**config.mk**
```make
export PLATFORM = sky130hd
export DESIGN_NAME = nand_flash_bus_interface
export DESIGN_NICKNAME = d
export VERILOG_FILES = /design/src/include/nand_bus_pkg.sv /design/src/design/nand_flash_bus_interface.sv
export SDC_FILE = /design/constraint.sdc
export NUM_CORES = 1
export LEC_CHECK = 0
export BUFFER_PORTS_ARGS = -buffer_cell sky130_fd_sc_hd__buf_4
export CORE_MARGIN = 2
export CORE_UTILIZATION = 35
export CTS_CLUSTER_SIZE = 40
export DETAILED_ROUTE_END_ITERATION = 12
export GPL_TIMING_DRIVEN = 0
export PLACE_DENSITY = 0.63
export SLEW_MARGIN = 0
export SYNTH_ARGS = -nofsm -noshare
export SYNTH_HDL_FRONTEND = slang
export SYNTH_SLANG_ARGS = --single-unit
```
**constraint.sdc**
```tcl
create_clock -name mclk -period 2.4 [get_ports mclk]
set_input_delay 0.36 -clock mclk [delete_from_list [all_inputs] [get_ports mclk]]
set_output_delay 0.36 -clock mclk [all_outputs]
set_load 0.02 [all_outputs]
```
**src/include/nand_bus_pkg.sv**
```systemverilog
package nand_bus_pkg;

  typedef enum logic [1:0] {MODE_ASYNC, MODE_NVDDR, MODE_NVDDR2} iface_mode_e;

  localparam iface_mode_e MODE_RST = MODE_ASYNC;

  // array geometry
  localparam int unsigned PAGE_BYTES       = 18592;
  localparam int unsigned PAGES_PER_BLOCK  = 512;
  localparam int unsigned BLOCKS_PER_PLANE = 548;
  localparam int unsigned PLANE_COUNT      = 4;
  localparam logic [15:0] COL_LIMIT        = 16'h48A0;

  localparam logic [7:0] CMD_RESET = 8'hFF;

  // address cycle positions
  localparam logic [2:0] ADDR_COL_LO = 3'h0;
  localparam logic [2:0] ADDR_COL_HI = 3'h1;
  localparam logic [2:0] ADDR_ROW_0  = 3'h2;
  localparam logic [2:0] ADDR_ROW_1  = 3'h3;
  localparam logic [2:0] ADDR_ROW_2  = 3'h4;
  localparam int unsigned LUN_MSB    = 7;
  localparam int unsigned LUN_LSB    = 5;

  // status byte fields
  localparam int unsigned STAT_FAIL_BIT = 0;
  localparam int unsigned STAT_ARDY_BIT = 5;
  localparam int unsigned STAT_RDY_BIT  = 6;
  localparam int unsigned STAT_WP_BIT   = 7;

  // pin sampling vector positions
  localparam int unsigned PIN_W     = 18;
  localparam int unsigned PIN_DQ    = 0;
  localparam int unsigned PIN_ENUM  = 8;
  localparam int unsigned PIN_DQSC  = 9;
  localparam int unsigned PIN_DQS   = 10;
  localparam int unsigned PIN_WP    = 11;
  localparam int unsigned PIN_REC   = 12;
  localparam int unsigned PIN_RE    = 13;
  localparam int unsigned PIN_WE    = 14;
  localparam int unsigned PIN_ALE   = 15;
  localparam int unsigned PIN_CLE   = 16;
  localparam int unsigned PIN_CE    = 17;
  localparam logic [PIN_W-1:0] PIN_RST = 18'h3F800;

endpackage

```
**src/design/nand_flash_bus_interface.sv**
```systemverilog
`timescale 1ns/1ps
`default_nettype none
module nand_flash_bus_interface
  import nand_bus_pkg::*;
(
  input  wire logic        mclk,
  input  wire logic        resetn,
  input  wire logic        clk_en,
  input  wire logic        ce_n,
  input  wire logic        cle,
  input  wire logic        ale,
  input  wire logic        we_n,
  input  wire logic        re_n,
  input  wire logic        re_c,
  input  wire logic        wp_n,
  input  wire logic [7:0]  dq_in,
  output logic      [7:0]  dq_out,
  output logic             dq_oe,
  input  wire logic        dqs_in,
  output logic             dqs_out,
  output logic             dqs_oe,
  input  wire logic        dqs_c_in,
  output logic             dqs_c_out,
  output logic             dqs_c_oe,
  output logic             rb_n_out,
  output logic             rb_n_oe,
  input  wire logic        chain_enum_in,
  output logic             chain_enum_out,
  input  wire iface_mode_e mode_sel,
  input  wire logic        mode_load,
  input  wire logic        diff_en,
  input  wire logic        odt_en_req,
  input  wire logic [7:0]  lun_busy,
  input  wire logic [7:0]  lun_fail,
  input  wire logic [7:0]  rd_data,
  output logic             cmd_valid,
  output logic      [7:0]  cmd_byte,
  output logic             addr_valid,
  output logic      [7:0]  addr_byte,
  output logic      [2:0]  addr_index,
  output logic             addr_is_row,
  output logic      [15:0] col_addr,
  output logic      [23:0] row_addr,
  output logic             col_bad,
  output logic      [2:0]  lun_sel,
  output logic             wr_valid,
  output logic      [7:0]  wr_byte,
  output logic             rd_take,
  output logic      [7:0]  status_byte,
  output logic             array_write_allow,
  output logic             odt_on,
  output var iface_mode_e  iface_mode,
  output logic             bus_idle
);

  function automatic logic rise(input logic cur, input logic prev);
    rise = cur & ~prev;
  endfunction

  function automatic logic fall(input logic cur, input logic prev);
    fall = ~cur & prev;
  endfunction

  // pin synchronisers
  logic [PIN_W-1:0] meta_reg;
  logic [PIN_W-1:0] pin_reg;
  logic [PIN_W-1:0] prev_reg;

  always_ff @(posedge mclk or negedge resetn) begin
    if (!resetn) begin
      meta_reg <= PIN_RST;
      pin_reg  <= PIN_RST;
      prev_reg <= PIN_RST;
    end else if (clk_en) begin
      meta_reg <= {ce_n, cle, ale, we_n, re_n, re_c, wp_n, dqs_in, dqs_c_in, chain_enum_in, dq_in};
      pin_reg  <= meta_reg;
      prev_reg <= pin_reg;
    end
  end

  logic       s_ce_n, s_cle, s_ale, s_we, s_re, s_rec, s_wp, s_dqs, s_dqsc, s_enum;
  logic [7:0] s_dq;
  logic       p_we, p_re, p_dqs;

  assign s_ce_n = pin_reg[PIN_CE];
  assign s_cle  = pin_reg[PIN_CLE];
  assign s_ale  = pin_reg[PIN_ALE];
  assign s_we   = pin_reg[PIN_WE];
  assign s_re   = pin_reg[PIN_RE];
  assign s_rec  = pin_reg[PIN_REC];
  assign s_wp   = pin_reg[PIN_WP];
  assign s_dqs  = pin_reg[PIN_DQS];
  assign s_dqsc = pin_reg[PIN_DQSC];
  assign s_enum = pin_reg[PIN_ENUM];
  assign s_dq   = pin_reg[PIN_DQ+7:PIN_DQ];
  assign p_we   = prev_reg[PIN_WE];
  assign p_re   = prev_reg[PIN_RE];
  assign p_dqs  = prev_reg[PIN_DQS];

  iface_mode_e mode_reg, mode_next;
  logic        cmd_valid_reg, cmd_valid_next;
  logic [7:0]  cmd_byte_reg, cmd_byte_next;
  logic        addr_valid_reg, addr_valid_next;
  logic [7:0]  addr_byte_reg, addr_byte_next;
  logic [2:0]  addr_index_reg, addr_index_next;
  logic        addr_is_row_reg, addr_is_row_next;
  logic [2:0]  addr_cnt_reg, addr_cnt_next;
  logic [15:0] col_reg, col_next;
  logic [23:0] row_reg, row_next;
  logic        col_bad_reg, col_bad_next;
  logic [2:0]  lun_sel_reg, lun_sel_next;
  logic        wr_valid_reg, wr_valid_next;
  logic [7:0]  wr_byte_reg, wr_byte_next;
  logic        rd_take_reg, rd_take_next;
  logic        rd_phase_reg, rd_phase_next;
  logic [7:0]  dq_out_reg, dq_out_next;
  logic        dq_oe_reg, dq_oe_next;
  logic        dqs_out_reg, dqs_out_next;
  logic        dqs_oe_reg, dqs_oe_next;
  logic        dqs_c_out_reg, dqs_c_out_next;
  logic        dqs_c_oe_reg, dqs_c_oe_next;
  logic        rb_n_oe_reg, rb_n_oe_next;
  logic        enum_reg, enum_next;
  logic [7:0]  status_reg, status_next;
  logic        wr_allow_reg, wr_allow_next;
  logic        odt_reg, odt_next;
  logic        idle_reg, idle_next;

  logic sel, we_r, re_f, re_e, dqs_e, diff_on, dqs_ok, re_ok;
  logic cmd_cyc, adr_cyc, ca_strobe, drive, take, busy_sel;

  always_comb begin
    sel       = !s_ce_n;
    we_r      = rise(s_we, p_we);
    re_f      = fall(s_re, p_re);
    re_e      = rise(s_re, p_re) | fall(s_re, p_re);
    dqs_e     = rise(s_dqs, p_dqs) | fall(s_dqs, p_dqs);
    diff_on   = diff_en && (mode_reg == MODE_NVDDR2);
    dqs_ok    = !diff_on || (s_dqs != s_dqsc);
    re_ok     = !diff_on || (s_re != s_rec);
    // both latches high never a command or address
    cmd_cyc   = s_cle && !s_ale;
    adr_cyc   = s_ale && !s_cle;
    // clock edge in NV-DDR, else write strobe with read enable high
    ca_strobe = sel && we_r && ((mode_reg == MODE_NVDDR) || s_re);
    busy_sel  = lun_busy[lun_sel_reg];
    drive     = 1'b0;
    take      = 1'b0;

    mode_next        = mode_reg;
    cmd_valid_next   = 1'b0;
    cmd_byte_next    = cmd_byte_reg;
    addr_valid_next  = 1'b0;
    addr_byte_next   = addr_byte_reg;
    addr_index_next  = addr_index_reg;
    addr_is_row_next = addr_is_row_reg;
    addr_cnt_next    = addr_cnt_reg;
    col_next         = col_reg;
    row_next         = row_reg;
    lun_sel_next     = lun_sel_reg;
    wr_valid_next    = 1'b0;
    wr_byte_next     = wr_byte_reg;
    rd_take_next     = 1'b0;
    rd_phase_next    = rd_phase_reg && sel;
    dq_out_next      = dq_out_reg;
    dqs_out_next     = dqs_out_reg;

    if (mode_load) begin
      mode_next     = mode_sel;
      rd_phase_next = 1'b0;
    end

    if (ca_strobe && cmd_cyc) begin
      cmd_valid_next = 1'b1;
      cmd_byte_next  = s_dq;
      addr_cnt_next  = ADDR_COL_LO;
      rd_phase_next  = 1'b0;
    end else if (ca_strobe && adr_cyc) begin
      addr_valid_next  = 1'b1;
      addr_byte_next   = s_dq;
      addr_index_next  = addr_cnt_reg;
      addr_is_row_next = addr_cnt_reg >= ADDR_ROW_0;
      rd_phase_next    = 1'b0;
      unique case (addr_cnt_reg)
        ADDR_COL_LO: col_next[7:0]   = s_dq;
        ADDR_COL_HI: col_next[15:8]  = s_dq;
        ADDR_ROW_0:  row_next[7:0]   = s_dq;
        ADDR_ROW_1:  row_next[15:8]  = s_dq;
        default: begin
          row_next[23:16] = s_dq;
          lun_sel_next    = s_dq[LUN_MSB:LUN_LSB];
        end
      endcase
      if (addr_cnt_reg < ADDR_ROW_2) begin
        addr_cnt_next = addr_cnt_reg + 3'h1;
      end
    end

    unique case (mode_reg)
      MODE_ASYNC: begin
        // write enable rising edge takes data
        if (sel && we_r && s_re && !s_cle && !s_ale) begin
          wr_valid_next = 1'b1;
          wr_byte_next  = s_dq;
        end
        // read enable falling edge gives next byte
        take  = sel && re_f && s_we && !s_cle && !s_ale;
        drive = sel && !s_re && s_we && !s_cle && !s_ale;
      end
      MODE_NVDDR: begin
        // host strobe edges carry write data
        if (sel && s_cle && s_ale && s_re && dqs_e) begin
          wr_valid_next = 1'b1;
          wr_byte_next  = s_dq;
        end
        take  = sel && s_cle && s_ale && !s_re && we_r;
        // direction select low hands bus to device
        drive = sel && !s_re;
      end
      MODE_NVDDR2: begin
        // own read strobe never taken as write
        if (sel && !s_cle && !s_ale && s_re && s_we && dqs_e && dqs_ok && !rd_phase_reg) begin
          wr_valid_next = 1'b1;
          wr_byte_next  = s_dq;
        end
        take = sel && !s_cle && !s_ale && s_we && re_e && re_ok;
        if (take) begin
          rd_phase_next = 1'b1;
        end
        drive = sel && (rd_phase_reg || take);
      end
      default: begin
        drive = 1'b0;
      end
    endcase

    if (take) begin
      rd_take_next = 1'b1;
      dq_out_next  = rd_data;
      // device strobe toggles with each read byte in NV-DDR and NV-DDR2
      dqs_out_next = !dqs_out_reg;
    end
    // strobe idle and tri-stated in asynchronous mode
    if (!drive || (mode_reg == MODE_ASYNC)) begin
      dqs_out_next = 1'b0;
    end
    dq_oe_next     = drive;
    dqs_oe_next    = drive && (mode_reg != MODE_ASYNC);
    dqs_c_out_next = !dqs_out_next;
    dqs_c_oe_next  = dqs_oe_next && diff_on;

    col_bad_next  = col_reg >= COL_LIMIT;
    rb_n_oe_next  = |lun_busy;
    enum_next     = s_enum;
    // write protect gates program and erase
    wr_allow_next = s_wp;
    odt_next      = (mode_reg == MODE_NVDDR2) && odt_en_req && sel;
    idle_next     = sel && s_we && s_re;
    // status of the selected logical unit
    status_next                = 8'h00;
    status_next[STAT_FAIL_BIT] = lun_fail[lun_sel_reg];
    status_next[STAT_ARDY_BIT] = !busy_sel;
    status_next[STAT_RDY_BIT]  = !busy_sel;
    status_next[STAT_WP_BIT]   = s_wp;
  end

  always_ff @(posedge mclk or negedge resetn) begin
    if (!resetn) begin
      mode_reg        <= MODE_RST;
      cmd_valid_reg   <= 1'b0;
      cmd_byte_reg    <= 8'h00;
      addr_valid_reg  <= 1'b0;
      addr_byte_reg   <= 8'h00;
      addr_index_reg  <= 3'h0;
      addr_is_row_reg <= 1'b0;
      addr_cnt_reg    <= 3'h0;
      col_reg         <= 16'h0000;
      row_reg         <= 24'h000000;
      col_bad_reg     <= 1'b0;
      lun_sel_reg     <= 3'h0;
      wr_valid_reg    <= 1'b0;
      wr_byte_reg     <= 8'h00;
      rd_take_reg     <= 1'b0;
      rd_phase_reg    <= 1'b0;
      dq_out_reg      <= 8'h00;
      dq_oe_reg       <= 1'b0;
      dqs_out_reg     <= 1'b0;
      dqs_oe_reg      <= 1'b0;
      dqs_c_out_reg   <= 1'b1;
      dqs_c_oe_reg    <= 1'b0;
      rb_n_oe_reg     <= 1'b0;
      enum_reg        <= 1'b0;
      status_reg      <= 8'h00;
      wr_allow_reg    <= 1'b0;
      odt_reg         <= 1'b0;
      idle_reg        <= 1'b0;
    end else if (clk_en) begin
      mode_reg        <= mode_next;
      cmd_valid_reg   <= cmd_valid_next;
      cmd_byte_reg    <= cmd_byte_next;
      addr_valid_reg  <= addr_valid_next;
      addr_byte_reg   <= addr_byte_next;
      addr_index_reg  <= addr_index_next;
      addr_is_row_reg <= addr_is_row_next;
      addr_cnt_reg    <= addr_cnt_next;
      col_reg         <= col_next;
      row_reg         <= row_next;
      col_bad_reg     <= col_bad_next;
      lun_sel_reg     <= lun_sel_next;
      wr_valid_reg    <= wr_valid_next;
      wr_byte_reg     <= wr_byte_next;
      rd_take_reg     <= rd_take_next;
      rd_phase_reg    <= rd_phase_next;
      dq_out_reg      <= dq_out_next;
      dq_oe_reg       <= dq_oe_next;
      dqs_out_reg     <= dqs_out_next;
      dqs_oe_reg      <= dqs_oe_next;
      dqs_c_out_reg   <= dqs_c_out_next;
      dqs_c_oe_reg    <= dqs_c_oe_next;
      rb_n_oe_reg     <= rb_n_oe_next;
      enum_reg        <= enum_next;
      status_reg      <= status_next;
      wr_allow_reg    <= wr_allow_next;
      odt_reg         <= odt_next;
      idle_reg        <= idle_next;
    end
  end

  assign dq_out            = dq_out_reg;
  assign dq_oe             = dq_oe_reg;
  assign dqs_out           = dqs_out_reg;
  assign dqs_oe            = dqs_oe_reg;
  assign dqs_c_out         = dqs_c_out_reg;
  assign dqs_c_oe          = dqs_c_oe_reg;
  // open drain: only ever pulls low
  assign rb_n_out          = 1'b0;
  assign rb_n_oe           = rb_n_oe_reg;
  assign chain_enum_out    = enum_reg;
  assign cmd_valid         = cmd_valid_reg;
  assign cmd_byte          = cmd_byte_reg;
  assign addr_valid        = addr_valid_reg;
  assign addr_byte         = addr_byte_reg;
  assign addr_index        = addr_index_reg;
  assign addr_is_row       = addr_is_row_reg;
  assign col_addr          = col_reg;
  assign row_addr          = row_reg;
  assign col_bad           = col_bad_reg;
  assign lun_sel           = lun_sel_reg;
  assign wr_valid          = wr_valid_reg;
  assign wr_byte           = wr_byte_reg;
  assign rd_take           = rd_take_reg;
  assign status_byte       = status_reg;
  assign array_write_allow = wr_allow_reg;
  assign odt_on            = odt_reg;
  assign iface_mode        = mode_reg;
  assign bus_idle          = idle_reg;
endmodule
`default_nettype wire

```
## Word-level counts from Yosys, hierarchy flattened

Cells that the tools add are included.

- Add/sub/neg operators: 1
- $lt $le $gt $ge: 4
- Equal/unequal tests: 10
- Mux-type cells: 28
- Bitwise logic cells: 14
- Reduce and logical (&&, ||, !) cells: 76

Operators by type and width:

| cell | count |
|---|---|
| 1-bit logical AND | 42 |
| 8-bit 2-to-1 mux | 3 |
| 8-bit case mux with 3 select lines | 1 |
| 4-bit AND reduction | 5 |
| 16-bit by 15-bit >= comparator with 1-bit output, second input constant | 1 |
| 1-bit 2-to-1 mux | 16 |
| 1-bit logical NOT | 10 |
| 3-bit 2-to-1 mux | 3 |
| 1-bit case mux with 3 select lines | 3 |
| 8-bit OR reduction | 1 |
| 1-bit NOT | 7 |
| 1-bit binary-select mux with 3-bit select | 2 |
| 3-bit by 2-bit equality test with 1-bit output, second input constant | 2 |
| 2-bit AND reduction | 3 |
| 3-bit AND reduction | 2 |
| 2-bit nonzero test | 3 |
| 1-bit AND | 5 |
| 1-bit logical OR | 5 |
| 5-bit AND reduction | 1 |
| 3-bit by 4-bit less-than comparator with 1-bit output, second input constant | 1 |
| 2-bit != test, second input constant | 2 |
| 4-bit OR reduction | 1 |
| 3-bit by 1-bit adder with 3-bit output, second input constant | 1 |
| 3-bit by 1-bit equality test with 1-bit output, second input constant | 1 |
| other kinds (10) | 12 |

- Register bits: 155
- Input bits: 50
- Output and inout port bits: 105

## Longest topological paths before layout

Gate-level depths: netlist of run 1.

- Word-level depth: 13
- Gate-level depth with buffers: 8
- Depth with buffers taken out: 7

## Worst setup path after synthesis of run 1

OpenSTA, ideal clock, no wires.

- Path kind: reg2reg
- Start: register pin_reg[14]
- End: register dq_out_reg[0] (netlist: dq_out[0])
- Data arrival time: 2.046 ns
- Slack: 0.229 ns
- Stages on the path, launching flop included: 7
- Buffers on the path: 1
- Clock period less this slack: 2.171 ns
- Cells stage by stage: dfstp_2 or4b_4 o32a_1 nor3_2 nand2b_1 buf_4 mux2_2

- Longest elaborated chain between the ends: 5

RTL lines:

| element | line | source |
|---|---|---|
| start: declaration | nand_flash_bus_interface.sv:66 | `logic [PIN_W-1:0] pin_reg;` |
| start signal: assignment | nand_flash_bus_interface.sv:76 | `pin_reg <= meta_reg;` |
| 1-bit logical AND (on tied branches) (3 in a row) | nand_flash_bus_interface.sv:226, nand_flash_bus_interface.sv:207 |  |
| 1-bit case mux with 3 select lines (*) | nand_flash_bus_interface.sv:199 | `unique case (mode_reg)` |
| 2-bit AND reduction (no source line) (*) | -- |  |
| end signal: assignment | nand_flash_bus_interface.sv:314 | `dq_out_reg <= dq_out_next;` |
| end: declaration | nand_flash_bus_interface.sv:116 | `logic [7:0] dq_out_reg, dq_out_next;` |

Mark *: on every way between the ends. The rest lies on a longest branch, timed or not.
A chain may end at the register's enable or synchronous reset.

## Final worst setup path of run 1

- Start: register pin_reg[14]
- End: register dq_out_reg[6] (netlist: dq_out[6])

The elaborated chain is that of the path after synthesis.

==> results of run 1 <==
kinds of logic after synthesis:
group           synth area share (%)
xor+xnor                       0.612
flops                           60.7
compound gates                  4.44
buf+inv                         3.11
simple gates                    6.95
fa+ha+maj                       1.31
mux                             22.8
other cells                   0.0655
cells in the mapped netlist, drive strengths merged (2+ instances only):
cell type and count:
o2bb2ai 2, nor2b 3, nand2 41, buf 18, nand3 5, mux4 4
nor3b 3, mux2i 2, nor3 8, and3 2, inv 11, nand2b 2
clkbuf 7, a21oi 5, nor4 2, ha 6, dfrtp 121, xnor2 4
a21o 4, or4b 2, mux2 106, a31oi 2, o21ai 16, nor2 11
dfstp 17
report_power, final:
| part | switching [mW] | internal [mW] |
|---|---|---|
| sequential | 0.425 | 2.84 |
| combinational | 1.09 | 1.09 |
| clock | 1.03 | 1.45 |
| total | 2.55 | 5.38 |
worst max-delay path, cell delays in order, from the launching register on:
cell	delay, ns
dfstp_2	0.57
or4b_4	0.51
o32a_1	0.34
nor3_2	0.15
nand2b_4	0.19
clkbuf_16	0.15
mux2_4	0.29
final cells by class:
| class | count | area, um^2 | share of cell area (%) |
|---|---|---|---|
| tap | 216 | 270 | 3.44 |
| sequential | 138 | 3470 | 44.2 |
| clock inverter | 14 | 125 | 1.59 |
| inverter | 11 | 41.3 | 0.526 |
| clock buffer | 18 | 439 | 5.59 |
| timing repair buffer | 155 | 1220 | 15.5 |
| buffer | 23 | 136 | 1.74 |
| multi-input combinational | 245 | 2150 | 27.3 |
metal layers:
layer | vias up | GRT usage (%)
li1 | 1790 | -
met1 | 1978 | 21.8
met2 | 134 | 27.6
met3 | 19 | 4.42
met4 | 0 | 5.74
met5 | - | 0
worst max path at each step:
stage                       start           end  slack (ns)  depth (start not counted)
global route          pin_reg[14]     dq_out[0]        0.01                          6
global placement      pin_reg[14]  row_addr[22]       -0.17                          5
floorplan             pin_reg[14]     dq_out[0]        0.23                          6
finish                pin_reg[14]     dq_out[6]         0.1                          6
detailed placement  iface_mode[0]  row_addr[19]       -0.27                          6
CTS                   pin_reg[14]     dq_out[3]        0.03                          6
timing repair:
| action | CTS | global route |
|---|---|---|
| pin swaps | 2 | 0 |
| setup buffers | 1 | 2 |
| cloned | 0 | 1 |
| endpoints found under the hold margin | 14 | 0 |
| hold buffers | 1 | 0 |
| gates resized for setup | 2 | 14 |
| endpoints found under the setup margin | 24 | 52 |
==> impl_metrics.csv, run 1 <==
group,metric,value,unit
yosys,yosysWarningCount,0,
pwr,powerDensity,1010,nW/um^2
placement,gp_congestion,0.802,
hold_path,holdPathEnd,"meta_reg[15]",
timing,setup-violations-final,0,
worst_setup_path,crit_path_end_kind,"flip-flop",
worst_setup_path,worstPathArrival,2.61,ns
yosys,ys.flop_type,"dfrtp_1",
cells_and_area,stdcell_count,820,
timing,timing.fmax,434,MHz
yosys,synth.ff_latch_count,138,
yosys,ys_seq_area_share,60.7,%
hold_path,hp-class,"primary input to flip-flop",
timing,worstMarginPinSlew,0.727,ns
worst_setup_path,worstSetupStartpointType,"flip-flop",
timing,layout_min_cycle_time,2.30,ns
floorplanning,floorplan.initialDensity,35.9,%
timing,clock_skew,0.00841,ns
floorplanning,fp_rows,46,
timing,setup_tns,0,ns
hold_path,min_delay_path_depth,2,
drt,m1WireLength,6280,um
drt,route.met3.wl,849,um
drt,drt_first_iter_violations,158,
cells_and_area,final_layout_size_suffix_gt1_share,55.8,%
placement,hpwlAfterDp,10100,um
pwr,ir_worst_vdd,502,uV
yosys,postSynth.asyncResetShare,100,%
timing,timing.final.hold_violations,0,
cts,htreeDepth,4,
drt,via_count,3921,
worst_setup_path,worstPathMaxFanout,6,
worst_setup_path,worst-r2r-cell-count,6,
yosys,post_synth.cell_area_avg,13.8,um^2
drt,ant_nets,0,
global_route,vias_in_the_first_global_route,4170,
cells_and_area,flip_flop_count_of_the_largest_register_all_copies_and_words_added,24,
cells_and_area,n_antenna_cell,0,
cells_and_area,n_fill_cell,1456,
global_route,grt_start_max_net_pins,78,
hold_path,min-delay-start,"ale",
drt,top_signal_layer_used,"met4",
global_route,number_of_antenna_violations_at_the_first_check_in_global_routing,0,
placement,detailed_place.area,7160,um^2
cts,clock_latency,0.42,ns
floorplanning,placeableCoreArea,15900,um^2
cts,max-clock-path-buffers,2,
cells_and_area,area_delta_synth_final,37.2,%
drt,routed_wirelength,14300,um
drt,per_cell_via_count_in_the_routed_design,4.78,
timing,headroom_to_the_max_slew_limit,51.5,%
floorplanning,die_y,132,um
drt,detailroute.wirelength.met2,6920,um
cells_and_area,finish.utilization,49.3,%
global_route,grt.overflow.total,0,
cells_and_area,commonest_non_fill_non_tap_cells_in_the_layout,"buf_4, dfrtp_1, mux2_2",
drt,drt-wirelength-per-cell,17.4,um
floorplanning,die_outline_area,17400,um^2
timing,fin_worst_hold_slack,0.169,ns
worst_setup_path,cp.required,2.70,ns
timing,timing.final.crit_share,95.9,%
yosys,synth_edf_count,0,
cts,tritoncts,"yes",
floorplanning,io-pin-count,155,
yosys,post_synth_num_cell_types,44,
worst_setup_path,r2r_start,"pin_reg[14]",
yosys,synth_top_area_share,52.9,%
cells_and_area,finish.instance_area,7850,um^2
global_route,gr-usage-all-layers,16.9,%
worst_setup_path,reg2reg_to,"dq_out[6]",
run,max_capacitance_violation_total,0,
worst_setup_path,crit_type,"flip-flop to flip-flop",
cts,cts_root_buffer,"clkbuf_16",
timing,rsz0062_at_grt,"false",
status,outcome,"finished clean",
yosys,netlist_area,5720,um^2
timing,postLayoutSetupSlackWorst,0.0983,ns
worst_setup_path,r2r_slack,0.1,ns
floorplanning,die_w,132,um
drt,drc,0,
placement,numPlacedInstances,785,
timing,slew_violations,0,
cells_and_area,nNetsFinal,647,
yosys,synth_largest_area_cell,"dfrtp_1",
placement,port_buffers,149,
drt,dr.pass1.iters,4,
yosys,synth_cells,415,
global_route,grt_pass1_wl,22800,um
pwr,post-layout-total-power,7.93,mW
yosys,synth_top_area_cells,"dfrtp_1, mux2_2, dfstp_2",
pwr,leakage_power_summed_over_all_cells,3.82,nW
cts,cts_num_sinks,138,
cts,cts_made_buffers,17,
placement,post-place-ws,-0.273,ns
cells_and_area,mostFrequentLayoutCell,"buf_4",
cts,worst_setup_hold_path_clk_slew,0.06,ns
No activity file was read; power rests on OpenSTA's default activity.
==> inputs of run 2 (changes only) <==
- CORE_MARGIN: 2 -> 1.5
- CTS_BUF_LIST: default -> sky130_fd_sc_hd__clkbuf_8
- CTS_CLUSTER_DIAMETER: default -> 50
==> run 2 against run 1 <==
  * Wire length rose by 0.39%
  * Maximum frequency shrank 1.1%
  * Clock power fell by 26%
  * Clock skew grew 0.0077 ns
  * Via count down 0.64%
  * Global-route usage up 0.60 points
  * Sequential cell count is the same
  * Final area shrank 3.0%
  * Sequential power about the same
  * Register-to-register slack worse by 0.03 ns
  * Critical path depth did not move
  * Critical endpoint is now dq_out[0]
  * Highest routed layer unchanged
==> impl_metrics.csv, run 2 (same netlist as run 1, synthesis figures left out) <==
group,metric,value,unit
cts,cts_made_buffers,17,
cts,clock_latency,0.44,ns
worst_setup_path,r2r_start,"pin_reg[14]",
pwr,leakage_power_summed_over_all_cells,3.74,nW
drt,drt-wirelength-per-cell,17.4,um
pwr,pwr-share-comb,29.5,%
timing,headroom_to_the_max_slew_limit,52.5,%
cts,htreeDepth,4,
placement,hpwlAfterDp,10100,um
drt,ant_nets,0,
worst_setup_path,r2r_slack,0.07,ns
cells_and_area,finish.utilization,47.8,%
global_route,grt.overflow.total,0,
cts,worst_setup_hold_path_clk_slew,0.08,ns
drt,per_cell_via_count_in_the_routed_design,4.75,
cells_and_area,finish.instance_area,7620,um^2
worst_setup_path,critical_path_buf_inv_count,1,
pwr,switchingPower,2.43,mW
cts,cts_num_sinks,138,
timing,layout_min_cycle_time,2.33,ns
placement,post-place-ws,-0.274,ns
timing,setup-violations-final,0,
drt,dr.pass1.iters,5,
global_route,grt_start_max_net_pins,78,
global_route,vias_in_the_first_global_route,3973,
timing,clock_skew,0.0161,ns
placement,port_buffers,149,
pwr,p_int,4.81,mW
timing,rsz0062_at_grt,"true",
timing,worstMarginPinSlew,0.712,ns
timing,slew_violations,0,
cells_and_area,n_fill_cell,1481,
cells_and_area,commonest_non_fill_non_tap_cells_in_the_layout,"buf_4, dfrtp_1, mux2_2",
timing,timing.final.hold_violations,0,
status,outcome,"finished clean",
pwr,ir_worst_vdd,623,uV
worst_setup_path,crit_type,"flip-flop to flip-flop",
timing,postLayoutSetupSlackWorst,0.0732,ns
worst_setup_path,worst-r2r-cell-count,6,
cells_and_area,area_delta_synth_final,33.1,%
drt,drt_first_iter_violations,127,
worst_setup_path,worstPathMaxFanout,9,
cts,max-clock-path-buffers,2,
global_route,number_of_antenna_violations_at_the_first_check_in_global_routing,0,
cells_and_area,n_antenna_cell,0,
global_route,grt_pass1_wl,21900,um
floorplanning,io-pin-count,155,
floorplanning,fp_rows,46,
cts,tritoncts,"yes",
hold_path,min_delay_path_depth,2,
drt,drc,0,
drt,via_count,3896,
worst_setup_path,cp.required,2.72,ns
worst_setup_path,reg2reg_to,"dq_out[0]",
run,max_capacitance_violation_total,0,
pwr,powerDensity,951,nW/um^2
pwr,swShare,33.5,%
placement,detailed_place.area,7160,um^2
timing,timing.final.crit_share,96.9,%
hold_path,hp-class,"primary input to flip-flop",
cells_and_area,final_layout_size_suffix_gt1_share,55.6,%
floorplanning,placeableCoreArea,15900,um^2
worst_setup_path,worstPathArrival,2.65,ns
pwr,seqPwrFrac,45.1,%
floorplanning,die_w,131,um
cells_and_area,flip_flop_count_of_the_largest_register_all_copies_and_words_added,24,
placement,gp_congestion,0.805,
floorplanning,floorplan.initialDensity,35.9,%
hold_path,min-delay-start,"rd_data[6]",
pwr,fraction_of_power_consumed_by_the_clock_network,25.4,%
worst_setup_path,cp_slowest_cell,"dfstp_2",
cells_and_area,nNetsFinal,647,
worst_setup_path,cp_slowest_stage_delay,0.58,ns
timing,timing.fmax,430,MHz
worst_setup_path,worstSetupStartpointType,"flip-flop",
drt,routed_wirelength,14300,um
floorplanning,die_y,131,um
worst_setup_path,critical_path.top_delay_family,"simple AND/OR/NAND/NOR gates",
worst_setup_path,crit_path_cell_trace,"or4b_4 -> a311oi_4 -> nand3_2 -> nand2b_4 -> buf_8 -> mux2_2",
cts,cts_root_buffer,"clkbuf_8",
global_route,gr-usage-all-layers,17.5,%
worst_setup_path,crit_path_end_kind,"flip-flop",
cells_and_area,mostFrequentLayoutCell,"buf_4",
floorplanning,die_outline_area,17100,um^2
hold_path,holdPathEnd,"dq_out[6]",
[run 2: worst reg2reg max path, stage by stage, from the launching register on]
cell and delay, ns:
dfstp_2 0.58, or4b_4 0.51, a311oi_4 0.36, nand3_2 0.18, nand2b_4 0.13, buf_8 0.13
mux2_2 0.34
[run 2: worst max path at each step]
stage	slack (ns)	start	endpoint	cells past startpoint
after detailed placement	-0.27	clk_en	row_addr[19]	6
final	0.07	pin_reg[14]	dq_out[0]	6
after CTS	0.02	pin_reg[14]	dq_out[0]	6
after floorplan	0.23	pin_reg[14]	dq_out[0]	6
after global placement	-0.23	clk_en	row_addr[22]	6
after global routing	-0.05	pin_reg[14]	dq_out[6]	6
[run 2: per-layer routing]
layer | GRT usage, % | wire length, um | up-vias | part of all wire (%)
met4 | 6.46 | 227 | 0 | 1.6
met1 | 21.3 | 6170 | 1930 | 43
met3 | 5.74 | 949 | 18 | 6.6
met2 | 29.0 | 6960 | 144 | 49
met5 | 0 | 0 | - | 0
li1 | - | - | 1804 | -
[run 2: timing repair]
item / 4_1_cts / 5_1_grt
hold buffers: 1 / 0
setup buffers: 2 / 2
endpoints found under the hold margin: 76 / 0
gates cloned: 0 / 0
gates resized for setup: 2 / 9
pin swaps: 2 / 1
setup endpoints to repair: 24 / 54
[run 2: layout make-up]
| cell class | count | area, um^2 | area share [%] |
|---|---|---|---|
| flip-flops and latches | 138 | 3470 | 45.6 |
| well taps | 216 | 270 | 3.55 |
| inverters | 11 | 41.3 | 0.542 |
| plain buffers | 23 | 138 | 1.81 |
| repair buffers | 155 | 1190 | 15.6 |
| clock buffers | 17 | 234 | 3.07 |
| clock inverters | 15 | 151 | 1.99 |
| multi-input cells | 245 | 2120 | 27.8 |
[run 2: metrics by stage]
step	setup TNS [ns]	instances	hold slack, ns	total power [mW]
after floorplan	0	419	0.0644	4.39
after CTS	0	820	0.104	7.34
after detailed placement	-2.54	785	0.444	5.46
final	0	820	0.139	7.24
after global routing	-0.331	820	0.105	7.67
after global placement	-1.79	784	0.463	5.38
[run 2: power groups by stage]
stage	Clock, mW	Sequential [mW]	Combinational, mW
after global placement	0	3.27	2.11
after global routing	2.01	3.34	2.31
final	1.84	3.26	2.14
after detailed placement	0	3.31	2.15
after floorplan	0	3.65	0.740
after CTS	1.90	3.26	2.17
